[config.mk]
export PLATFORM = sky130hd
export DESIGN_NAME = lfd_detect
export DESIGN_NICKNAME = d
export VERILOG_FILES = /design/src/lfd_timer.sv /design/src/lfd_detect.sv
export SDC_FILE = /design/constraint.sdc
export NUM_CORES = 1
export LEC_CHECK = 0
export BUFFER_PORTS_ARGS = -buffer_cell sky130_fd_sc_hd__buf_2
export CORE_MARGIN = 3
export CORE_UTILIZATION = 45
export CTS_BUF_LIST = sky130_fd_sc_hd__clkbuf_4 sky130_fd_sc_hd__clkbuf_8
export DETAILED_ROUTE_END_ITERATION = 8
export PLACE_DENSITY = 0.6
export SLEW_MARGIN = 10
export SYNTH_ARGS = -nofsm -noshare
export SYNTH_HDL_FRONTEND = slang
export SYNTH_HIERARCHICAL = 1
export SYNTH_SLANG_ARGS = --single-unit
export TNS_END_PERCENT = 30
[constraint.sdc]
create_clock -name clk -period 2.8 [get_ports clk]
set_input_delay 0.42 -clock clk [delete_from_list [all_inputs] [get_ports clk]]
set_output_delay 0.42 -clock clk [all_outputs]
set_load 0.01 [all_outputs]
[src/lfd_timer.sv]
// lfd package and per-channel lit/unlit interval timer
`timescale 1ns/10ps
`default_nettype none

package lfd_pkg;
    // -------------------------------------------------
    // channel count and timing
    // -------------------------------------------------
    localparam int LFD_NCH = 12;
    localparam int LFD_CLK_NS = 10;
    localparam int LFD_QUAL_NS = 5000;
    // least time, rounded up to whole cycles
    localparam int LFD_QUAL_CYC = (LFD_QUAL_NS + LFD_CLK_NS - 1) / LFD_CLK_NS;
    localparam int LFD_CNT_W = 10;
    localparam logic [LFD_CNT_W-1:0] LFD_QUAL_CNT = LFD_CNT_W'(LFD_QUAL_CYC);
    // -------------------------------------------------
    // register bus
    // -------------------------------------------------
    localparam int LFD_ADDR_W = 4;
    localparam logic [3:0] LFD_REG_CTRL = 4'h0;
    localparam logic [3:0] LFD_REG_OUT_EN = 4'h1;
    localparam logic [3:0] LFD_REG_OPEN_MASK = 4'h2;
    localparam logic [3:0] LFD_REG_OPEN_RES = 4'h3;
    localparam logic [3:0] LFD_REG_NS_RES = 4'h4;
    localparam logic [3:0] LFD_REG_STATUS1 = 4'h5;
    localparam logic [3:0] LFD_REG_RST_STAT = 4'h6;
    localparam logic [3:0] LFD_REG_IRQ_STAT = 4'h7;
    localparam logic [3:0] LFD_REG_IRQ_CLR = 4'h8;
    localparam logic [3:0] LFD_REG_IRQ_EN = 4'h9;
    // control register fields
    localparam int LFD_CTRL_OPEN_G = 0;
    localparam int LFD_CTRL_NS_G = 1;
    localparam int LFD_CTRL_SEL_LO = 2;
    localparam int LFD_CTRL_SEL_HI = 3;
    localparam logic [3:0] LFD_CTRL_RST = 4'h0;
    localparam logic [11:0] LFD_MASK_RST = 12'h000;
    // status flag 1 fields, also the interrupt layout for bits 2..0
    localparam int LFD_ST_OPEN = 0;
    localparam int LFD_ST_NS = 1;
    localparam int LFD_ST_SUP = 2;
    localparam int LFD_ST_OTHER = 3;
    localparam int LFD_NIRQ = 3;
    // -------------------------------------------------
    // synchronised input vector layout
    // -------------------------------------------------
    localparam int LFD_EXT_W = 5;
    localparam int LFD_SY_OPEN = 0;
    localparam int LFD_SY_NS = 12;
    localparam int LFD_SY_SUP1 = 24;
    localparam int LFD_SY_SUP2 = 25;
    localparam int LFD_SY_EXT = 26;
    localparam int LFD_SY_W = 31;
endpackage

module lfd_timer
    import lfd_pkg::*;
(
    // clock and reset
    input wire logic clk,
    input wire logic rst,
    // drive state of each output
    input wire logic [lfd_pkg::LFD_NCH-1:0] led_on,
    // state held longer than the qualifying interval
    output logic [lfd_pkg::LFD_NCH-1:0] lit_ok,
    output logic [lfd_pkg::LFD_NCH-1:0] dark_ok
);
    typedef struct packed {
        logic [LFD_NCH-1:0] prev;
        logic [LFD_NCH-1:0][LFD_CNT_W-1:0] cnt;
    } lfd_tmr_s;

    lfd_tmr_s st_q;
    lfd_tmr_s st_d;
    logic [LFD_NCH-1:0] long_q;

    // restart on every change of state, saturate just past the interval
    always_comb begin
        st_d = st_q;
        st_d.prev = led_on;
        for (int n = 0; n < LFD_NCH; n++) begin
            if (led_on[n] != st_q.prev[n]) begin
                st_d.cnt[n] = '0;
            end else if (st_q.cnt[n] <= LFD_QUAL_CNT) begin
                st_d.cnt[n] = st_q.cnt[n] + 1'b1;
            end
        end
    end

    always_ff @(posedge clk) begin
        if (rst) begin
            st_q <= '0;
        end else begin
            st_q <= st_d;
        end
    end

    // more than the interval, in the state still shown
    genvar g;
    generate
        for (g = 0; g < LFD_NCH; g++) begin : g_ch
            assign long_q[g] = (st_q.cnt[g] > LFD_QUAL_CNT) && (st_q.prev[g] == led_on[g]);
        end
    endgenerate
    assign lit_ok = long_q & led_on;
    assign dark_ok = long_q & ~led_on;
endmodule

`default_nettype wire

[src/lfd_detect.sv]
// lfd fault supervision: open and neighbour-short results, supply flag, status, err pin
//
// Behaviour
// - open check runs only with output enabled, channel and global open masks set, lit over 5 us.
// - a qualified open check records 1 when the output sits below the open threshold, 0 otherwise.
// - the open fault flag goes to 1 once any channel records an open fault.
// - the open result bits and the open flag are returned on the matching reads.
// - results and the open, neighbour-short and supply flags hold once set and clear only by the reset-status command.
// - a cleared channel open mask stops that channel only; others stay checked.
// - neighbour-short checks ignore the output enable, need the global mask and both states over 5 us.
// - the neighbour-short comparison runs only while adjacent channels are in opposite states.
// - a qualified channel records 1 when the sense-to-output difference exceeds the short threshold.
// - the neighbour-short flag goes to 1 once any channel records a neighbour short.
// - the neighbour-short result bits and flag are returned on the matching reads.
// - neighbour-short checks have no per-channel disable, only the global mask.
// - supply select 1,0 uses the first threshold, 0,1 or 1,1 the second, 0,0 disables the check.
// - an enabled supply check flags 1 while sense sits below the selected threshold.
// - the supply flag is returned on the status flag read.
// - the abnormality pin is pulled low while any summary flag is set.
//
// The address-and-strobe port and the register addresses were decided locally.
`timescale 1ns/10ps
`default_nettype none

module lfd_detect
    import lfd_pkg::*;
(
    // clock and reset
    input wire logic clk,
    input wire logic rst,
    // register port
    input wire logic [lfd_pkg::LFD_ADDR_W-1:0] addr,
    input wire logic [31:0] wdata,
    input wire logic wr,
    input wire logic rd,
    output logic [31:0] rdata,
    // drive state from the output stage
    input wire logic [lfd_pkg::LFD_NCH-1:0] led_on,
    // comparators, asynchronous
    input wire logic [lfd_pkg::LFD_NCH-1:0] open_cmp,
    input wire logic [lfd_pkg::LFD_NCH-1:0] ns_cmp,
    input wire logic supply_cmp_first,
    input wire logic supply_cmp_second,
    input wire logic [lfd_pkg::LFD_EXT_W-1:0] other_fault,
    // open-drain abnormality pin and interrupt
    output logic err_o,
    output logic err_oe,
    output logic irq
);
    // -------------------------------------------------
    // state
    // -------------------------------------------------
    typedef struct packed {
        logic [LFD_SY_W-1:0] sy1;
        logic [LFD_SY_W-1:0] sy2;
        logic [LFD_SY_W-1:0] sy3;
        logic [LFD_SY_W-1:0] filt;
        logic [3:0] ctrl;
        logic [LFD_NCH-1:0] output_enable_mask;
        logic [LFD_NCH-1:0] open_check_chan_mask;
        logic [LFD_NCH-1:0] open_result_bits;
        logic [LFD_NCH-1:0] neighbour_short_result_bits;
        logic open_fault_flag;
        logic neighbour_short_flag;
        logic supply_fault_flag;
        logic [LFD_NIRQ-1:0] irq_stat;
        logic [LFD_NIRQ-1:0] irq_en;
        logic [31:0] rdata;
        logic err_oe;
        logic irq;
    } lfd_state_s;

    lfd_state_s st_q;
    lfd_state_s st_d;
    logic [LFD_NCH-1:0] lit_ok;
    logic [LFD_NCH-1:0] dark_ok;
    logic [LFD_NCH-1:0] long_ok;
    logic [LFD_NCH-1:0] open_qual;
    logic [LFD_NCH-1:0] open_hit;
    logic [LFD_NCH-1:0] diff_dn;
    logic [LFD_NCH-1:0] diff_up;
    logic [LFD_NCH-1:0] ns_qual;
    logic [LFD_NCH-1:0] ns_hit;
    logic open_check_global_mask;
    logic neighbour_short_global_mask;
    logic supply_threshold_sel_lo;
    logic supply_threshold_sel_hi;
    logic sup_hit;
    logic other_any;
    logic rst_cmd;
    logic [LFD_NIRQ-1:0] ev;

    lfd_timer u_timer (
        .clk(clk),
        .rst(rst),
        .led_on(led_on),
        .lit_ok(lit_ok),
        .dark_ok(dark_ok)
    );

    // -------------------------------------------------
    // qualification
    // -------------------------------------------------
    assign open_check_global_mask = st_q.ctrl[LFD_CTRL_OPEN_G];
    assign neighbour_short_global_mask = st_q.ctrl[LFD_CTRL_NS_G];
    assign supply_threshold_sel_lo = st_q.ctrl[LFD_CTRL_SEL_LO];
    assign supply_threshold_sel_hi = st_q.ctrl[LFD_CTRL_SEL_HI];
    assign long_ok = lit_ok | dark_ok;

    // open: all three masks and a long enough lit time
    assign open_qual = st_q.output_enable_mask & st_q.open_check_chan_mask
        & {LFD_NCH{open_check_global_mask}} & lit_ok;
    assign open_hit = open_qual & st_q.filt[LFD_SY_OPEN +: LFD_NCH];

    // neighbour compare: bit n against n-1 and n+1, edges compare with themselves
    assign diff_dn = led_on ^ {led_on[LFD_NCH-2:0], led_on[0]};
    assign diff_up = led_on ^ {led_on[LFD_NCH-1], led_on[LFD_NCH-1:1]};
    // output enable is not part of this term on purpose
    assign ns_qual = {LFD_NCH{neighbour_short_global_mask}} & long_ok
        & ((diff_dn & {long_ok[LFD_NCH-2:0], 1'b0})
        | (diff_up & {1'b0, long_ok[LFD_NCH-1:1]}));
    assign ns_hit = ns_qual & st_q.filt[LFD_SY_NS +: LFD_NCH];

    // supply: hi selects the second threshold, lo alone the first
    assign sup_hit = supply_threshold_sel_hi ? st_q.filt[LFD_SY_SUP2]
        : (supply_threshold_sel_lo & st_q.filt[LFD_SY_SUP1]);

    assign other_any = |st_q.filt[LFD_SY_EXT +: LFD_EXT_W];
    assign rst_cmd = wr && (addr == LFD_REG_RST_STAT);
    assign ev = {sup_hit, |ns_hit, |open_hit};

    // -------------------------------------------------
    // next state
    // -------------------------------------------------
    // results are sticky; a hit in the reset-status cycle survives it
    always_comb begin
        st_d = st_q;
        // three-stage pin sync, taken once stages two and three agree
        st_d.sy1 = {other_fault, supply_cmp_second, supply_cmp_first, ns_cmp, open_cmp};
        st_d.sy2 = st_q.sy1;
        st_d.sy3 = st_q.sy2;
        st_d.filt = (~(st_q.sy2 ^ st_q.sy3) & st_q.sy3) | ((st_q.sy2 ^ st_q.sy3) & st_q.filt);
        if (rst_cmd) begin
            st_d.open_result_bits = '0;
            st_d.neighbour_short_result_bits = '0;
            st_d.open_fault_flag = 1'b0;
            st_d.neighbour_short_flag = 1'b0;
            st_d.supply_fault_flag = 1'b0;
        end
        st_d.open_result_bits = st_d.open_result_bits | open_hit;
        st_d.open_fault_flag = st_d.open_fault_flag | (|open_hit);
        st_d.neighbour_short_result_bits = st_d.neighbour_short_result_bits | ns_hit;
        st_d.neighbour_short_flag = st_d.neighbour_short_flag | (|ns_hit);
        st_d.supply_fault_flag = st_d.supply_fault_flag | sup_hit;
        // register writes
        if (wr) begin
            case (addr)
                LFD_REG_CTRL: st_d.ctrl = wdata[3:0];
                LFD_REG_OUT_EN: st_d.output_enable_mask = wdata[LFD_NCH-1:0];
                LFD_REG_OPEN_MASK: st_d.open_check_chan_mask = wdata[LFD_NCH-1:0];
                LFD_REG_IRQ_EN: st_d.irq_en = wdata[LFD_NIRQ-1:0];
                LFD_REG_IRQ_CLR: st_d.irq_stat = st_q.irq_stat & ~wdata[LFD_NIRQ-1:0];
                default: st_d.ctrl = st_q.ctrl;
            endcase
        end
        // events set after the clear so a same-cycle set wins
        st_d.irq_stat = st_d.irq_stat | ev;
        st_d.irq = |(st_d.irq_stat & st_d.irq_en);
        // pin low while any summary flag stands
        st_d.err_oe = st_d.open_fault_flag | st_d.neighbour_short_flag
            | st_d.supply_fault_flag | other_any;
        // read data stand in the cycle after the strobe only
        st_d.rdata = '0;
        if (rd) begin
            case (addr)
                LFD_REG_CTRL: st_d.rdata = {28'h0000000, st_q.ctrl};
                LFD_REG_OUT_EN: st_d.rdata = {20'h00000, st_q.output_enable_mask};
                LFD_REG_OPEN_MASK: st_d.rdata = {20'h00000, st_q.open_check_chan_mask};
                LFD_REG_OPEN_RES: st_d.rdata = {20'h00000, st_q.open_result_bits};
                LFD_REG_NS_RES: st_d.rdata = {20'h00000, st_q.neighbour_short_result_bits};
                LFD_REG_STATUS1: st_d.rdata = {28'h0000000, other_any, st_q.supply_fault_flag,
                    st_q.neighbour_short_flag, st_q.open_fault_flag};
                LFD_REG_IRQ_STAT: st_d.rdata = {29'h0, st_q.irq_stat};
                LFD_REG_IRQ_EN: st_d.rdata = {29'h0, st_q.irq_en};
                default: st_d.rdata = '0;
            endcase
        end
    end

    // -------------------------------------------------
    // registers
    // -------------------------------------------------
    always_ff @(posedge clk) begin
        if (rst) begin
            st_q <= '0;
            st_q.ctrl <= LFD_CTRL_RST;
            st_q.output_enable_mask <= LFD_MASK_RST;
            st_q.open_check_chan_mask <= LFD_MASK_RST;
        end else begin
            st_q <= st_d;
        end
    end

    // pin only ever drives low; the enable carries the level
    assign err_o = 1'b0;
    assign err_oe = st_q.err_oe;
    assign irq = st_q.irq;
    assign rdata = st_q.rdata;

    logic [LFD_NCH-1:0] open_hit_q;
    logic [LFD_NCH-1:0] ns_hit_q;
    logic [LFD_NCH-1:0] open_res_q;
    logic [LFD_NCH-1:0] ns_res_q;
    logic rd_open_q;
    logic rst_cmd_q;
    always_ff @(posedge clk) begin
        open_hit_q <= open_hit;
        ns_hit_q <= ns_hit;
        open_res_q <= st_q.open_result_bits;
        ns_res_q <= st_q.neighbour_short_result_bits;
        rd_open_q <= rd && (addr == LFD_REG_OPEN_RES);
        rst_cmd_q <= rst_cmd;
    end
endmodule

`default_nettype wire

==> results.md <==
* Yosys warns at 6
* XOR/XNOR Fraction of Synth Area at 0.0170
* Grt total ovfl at 0
* Seq. cell area at between 6000 and 7000 um2
* Cell Pwr Density at between 600 and 700 nW/um2
* CTS tree: yes
* Num ports at ~120
* Final Hold Fails at 0
* FF-to-FF setup slack at around 0.28 ns
* Synth Cell Area at around 14000 um2
* First-pass GRT wire length at between 50000 and 60000 um
* Rel. slew slack at 0.572
* Setup crit end kind: register
* P&R area growth vs syn at 13.8%
* Max rail drop VDD at between 0.0004 and 0.0005 V
* DRC Markers at 0
* Critical path class: reg -> reg
* Initial antenna violation count at 1
* Root buf cell: clkbuf_8
* Class of the worst hold path: in -> reg
* Largest net degree at the start of global routing at a little under 80
* Pre-Repair DR Iteration Count at 5
* Dpl ws at 0.201 ns
* Via count at between 10000 and 15000
* Main synth FF type: dfxtp_1
* DP Wirelength at approximately 21000 um
* Crit path required time at between 3 and 4 ns
* Post-layout min period at between 2 and 3 ns
* Routed WL per cell at ~15 um
* Fill cells at ~2800
* Vias in the first global route at ~10000
* Synth cell types at 64
* Syn Area/Cell at approximately 8.9 um2
* Clock Pin Slew Worst Setup and Hold Paths at ~0.06 ns
* Die Ht at ~180 um
* Worst clock skew at between 0.03 and 0.04 ns
* Clock tree buffer depth at 3
* Worst-Margin Slew at roughly 0.64 ns
* CTS buffer count at 55
* Simple-gate area share of the yosys netlist at 0.254
* Final period util at 0.901
* Most used cell along the critical path: nor2_1
* CP startpoint kind: register
* Routed vias/inst at approximately 5.4
* Share of cells above drive strength 1 at 0.127
* FFs w/ async S/R, synth at 0
* PortBufs at 76
* Largest family of logic cells by synthesized area: simple AND/OR/NAND/NOR gates
* RSZ-0062 raised after global routing: false
* Post-synthesis compound-gate area fraction at 0.154
* NumNets Final at approximately 1800
* Skew-Pair Late Insertion Delay at 0.61 ns
* EDFF count, synth at 0
* Max Cap Viol at 0
* Flops & latches, synth at around 330
* Delay of the slowest critical-path stage at 0.33 ns
* Cells after synthesis at 1552
* Endpoints failing setup at 0
* Critical Path AT at 2.99 ns
* H-tree Lvls at 2
* Floorplan core area at 30000 um2
* Drt total wl at slightly above 30000 um
* DRT iter0 DRCs at between 600 and 700
* Fmax at between 300 and 400 MHz
* CP max-delay cell: dfxtp_1
* Initial Utilization at 0.462
* Fin area at 15800 um2
* Multi-input logic area at between 6000 and 7000 um2
* Ant. Diodes at 0
* Mux share of post-synthesis cell area at 0.0268
* Core Rows at 63
* Worst setup margin at 0.277 ns
* Register area share after synthesis at 0.477
* Placed Area at 14500 um2
* Pins over their slew limit at 0
* Leak pwr at 6.13 nW
* Core Util, Final at 0.526
* CP max FO at 4
* Die Wd at 182 um
* GRT Total Usage at 0.180
* Setup TNS at 0 ns
* Hold depth at 2
* Routed Antenna Nets at 0
* GP Congestion at slightly above 0.8
* Status: finished clean
* Adder-cell area share of the yosys netlist at 0.0216
* Die area at 33000 um2
* Clk sinks at around 330
* CP Cell Sequence: inv_1 -> ha_1 -> nor2b_1 -> o211a_1 -> nor2_1 -> nor2_1 -> nor2_1 -> o22ai_1 -> a22oi_1 -> o2111ai_1 -> nor3b_2 -> a41oi_1
* Cells on worst reg2reg path at 12
[metal layers]
layer | share of wire | routed length, um | up-vias | global-route usage
met5 | 0 | 0 | - | 0
met4 | 0.025 | 754 | 0 | 0.0594
met3 | 0.045 | 1390 | 60 | 0.0329
met2 | 0.46 | 14000 | 213 | 0.290
met1 | 0.47 | 14500 | 5237 | 0.245
li1 | - | - | 5638 | -
[cell type report]
class,count,share of cell area
clock buffers,87,0.0679
inverters,41,0.00974
clock inverters,4,0.00238
flip-flops and latches,331,0.419
well taps,390,0.0309
repair buffers,117,0.0484
multi-input cells,1107,0.421
[flip-flops by register name, summed over array words and instances, names as in the netlist, named ones only]
signal,flops
u_timer/st_q,132
st_q,90
st_d,62
rdata,12
err_oe,1
irq,1
neighbour_short_global_mask,1
open_check_global_mask,1
[power breakdown]
part | switching (mW) | total [mW] | internal [mW] | leakage [nW]
sequential | 0.0617 | 4.87 | 4.81 | 2.69
combinational | 0.271 | 0.458 | 0.187 | 2.85
clock | 1.84 | 4.25 | 2.41 | 0.595
total | 2.17 | 9.58 | 7.40 | 6.13
[per-stage QoR]
step / std cells / hold WS [ns] / total power, mW
floorplan: 1572 / 0.414 / 5.28
global placement: 1963 / 0.417 / 5.40
detailed placement: 1963 / 0.422 / 5.41
CTS: 2077 / 0.000477 / 9.73
global route: 2077 / 0.0228 / 10.0
finish: 2077 / 0.0469 / 9.58
[synthesized netlist by cell type (all sizes together) (24+ instances only)]
| library cell | count | area share |
|---|---|---|
| dfxtp | 331 | 0.48 |
| ha | 24 | 0.022 |
| nand2 | 155 | 0.042 |
| nor3 | 30 | 0.011 |
| nand3 | 40 | 0.014 |
| buf | 56 | 0.028 |
| a21oi | 129 | 0.046 |
| nor2 | 113 | 0.031 |
| and3 | 34 | 0.015 |
| inv | 41 | 0.011 |
| or3 | 43 | 0.019 |
| o21ai | 84 | 0.030 |
| clkbuf | 37 | 0.010 |
| nor2b | 119 | 0.054 |
[cells in the final DEF (no fill, tap or decap), types with 11 or more instances in the layout]
cell type,instances
a22oi_1,13
and3_1,34
dfxtp_1,331
dlygate4sd3_1,23
nor3_1,30
nand4_1,14
buf_4,17
conb_1,21
nor2_1,110
ha_1,24
o31ai_1,12
and2_1,15
xor2_1,15
nand3_1,40
mux2i_1,20
xnor2_1,12
o211ai_1,12
nand4b_1,18
mux2_2,11
nor2b_1,119
clkbuf_4,20
a21oi_1,129
clkbuf_8,67
nand2_1,155
inv_1,41
o22ai_1,12
o21ai_0,84
or3_1,43
a31oi_1,23
buf_2,75
[worst paths after layout]
path,startpoint,to
min,other_fault[3],st_d[186]$_SDFF_PP0_
max,u_timer/st_q[81]$_SDFFE_PP0P_,err_oe$_SDFF_PP0_
max reg2reg,u_timer/st_q[81]$_SDFFE_PP0P_,err_oe$_SDFF_PP0_
min reg2reg,st_d[157]$_SDFF_PP0_,st_d[126]$_SDFF_PP0_
[critical path, delay by kind of cell, from the launching register on]
kind / cells / cell delay (ns)
AO/OA/AOI/OAI: 5 / 0.90
adder cells (fa/ha/maj): 1 / 0.14
buffers and inverters: 1 / 0.08
flip-flops: 1 / 0.33
AND/OR/NAND/NOR: 5 / 0.96
[logic make-up after synthesis]
family,count (synthesis)
simple gates,654
compound gates,348
flops,331
buf+inv,134
mux,33
xor+xnor,27
fa+ha+maj,24
other cells,1
[repair_timing]
action | in CTS | in global routing
endpoints found under the setup margin | 0 | 2
buffers inserted | 0 | 0
hold endpoints to repair | 23 | 0
resized for setup | 0 | 3
hold buffers | 23 | 0
No activity file was read; power rests on OpenSTA's default activity.
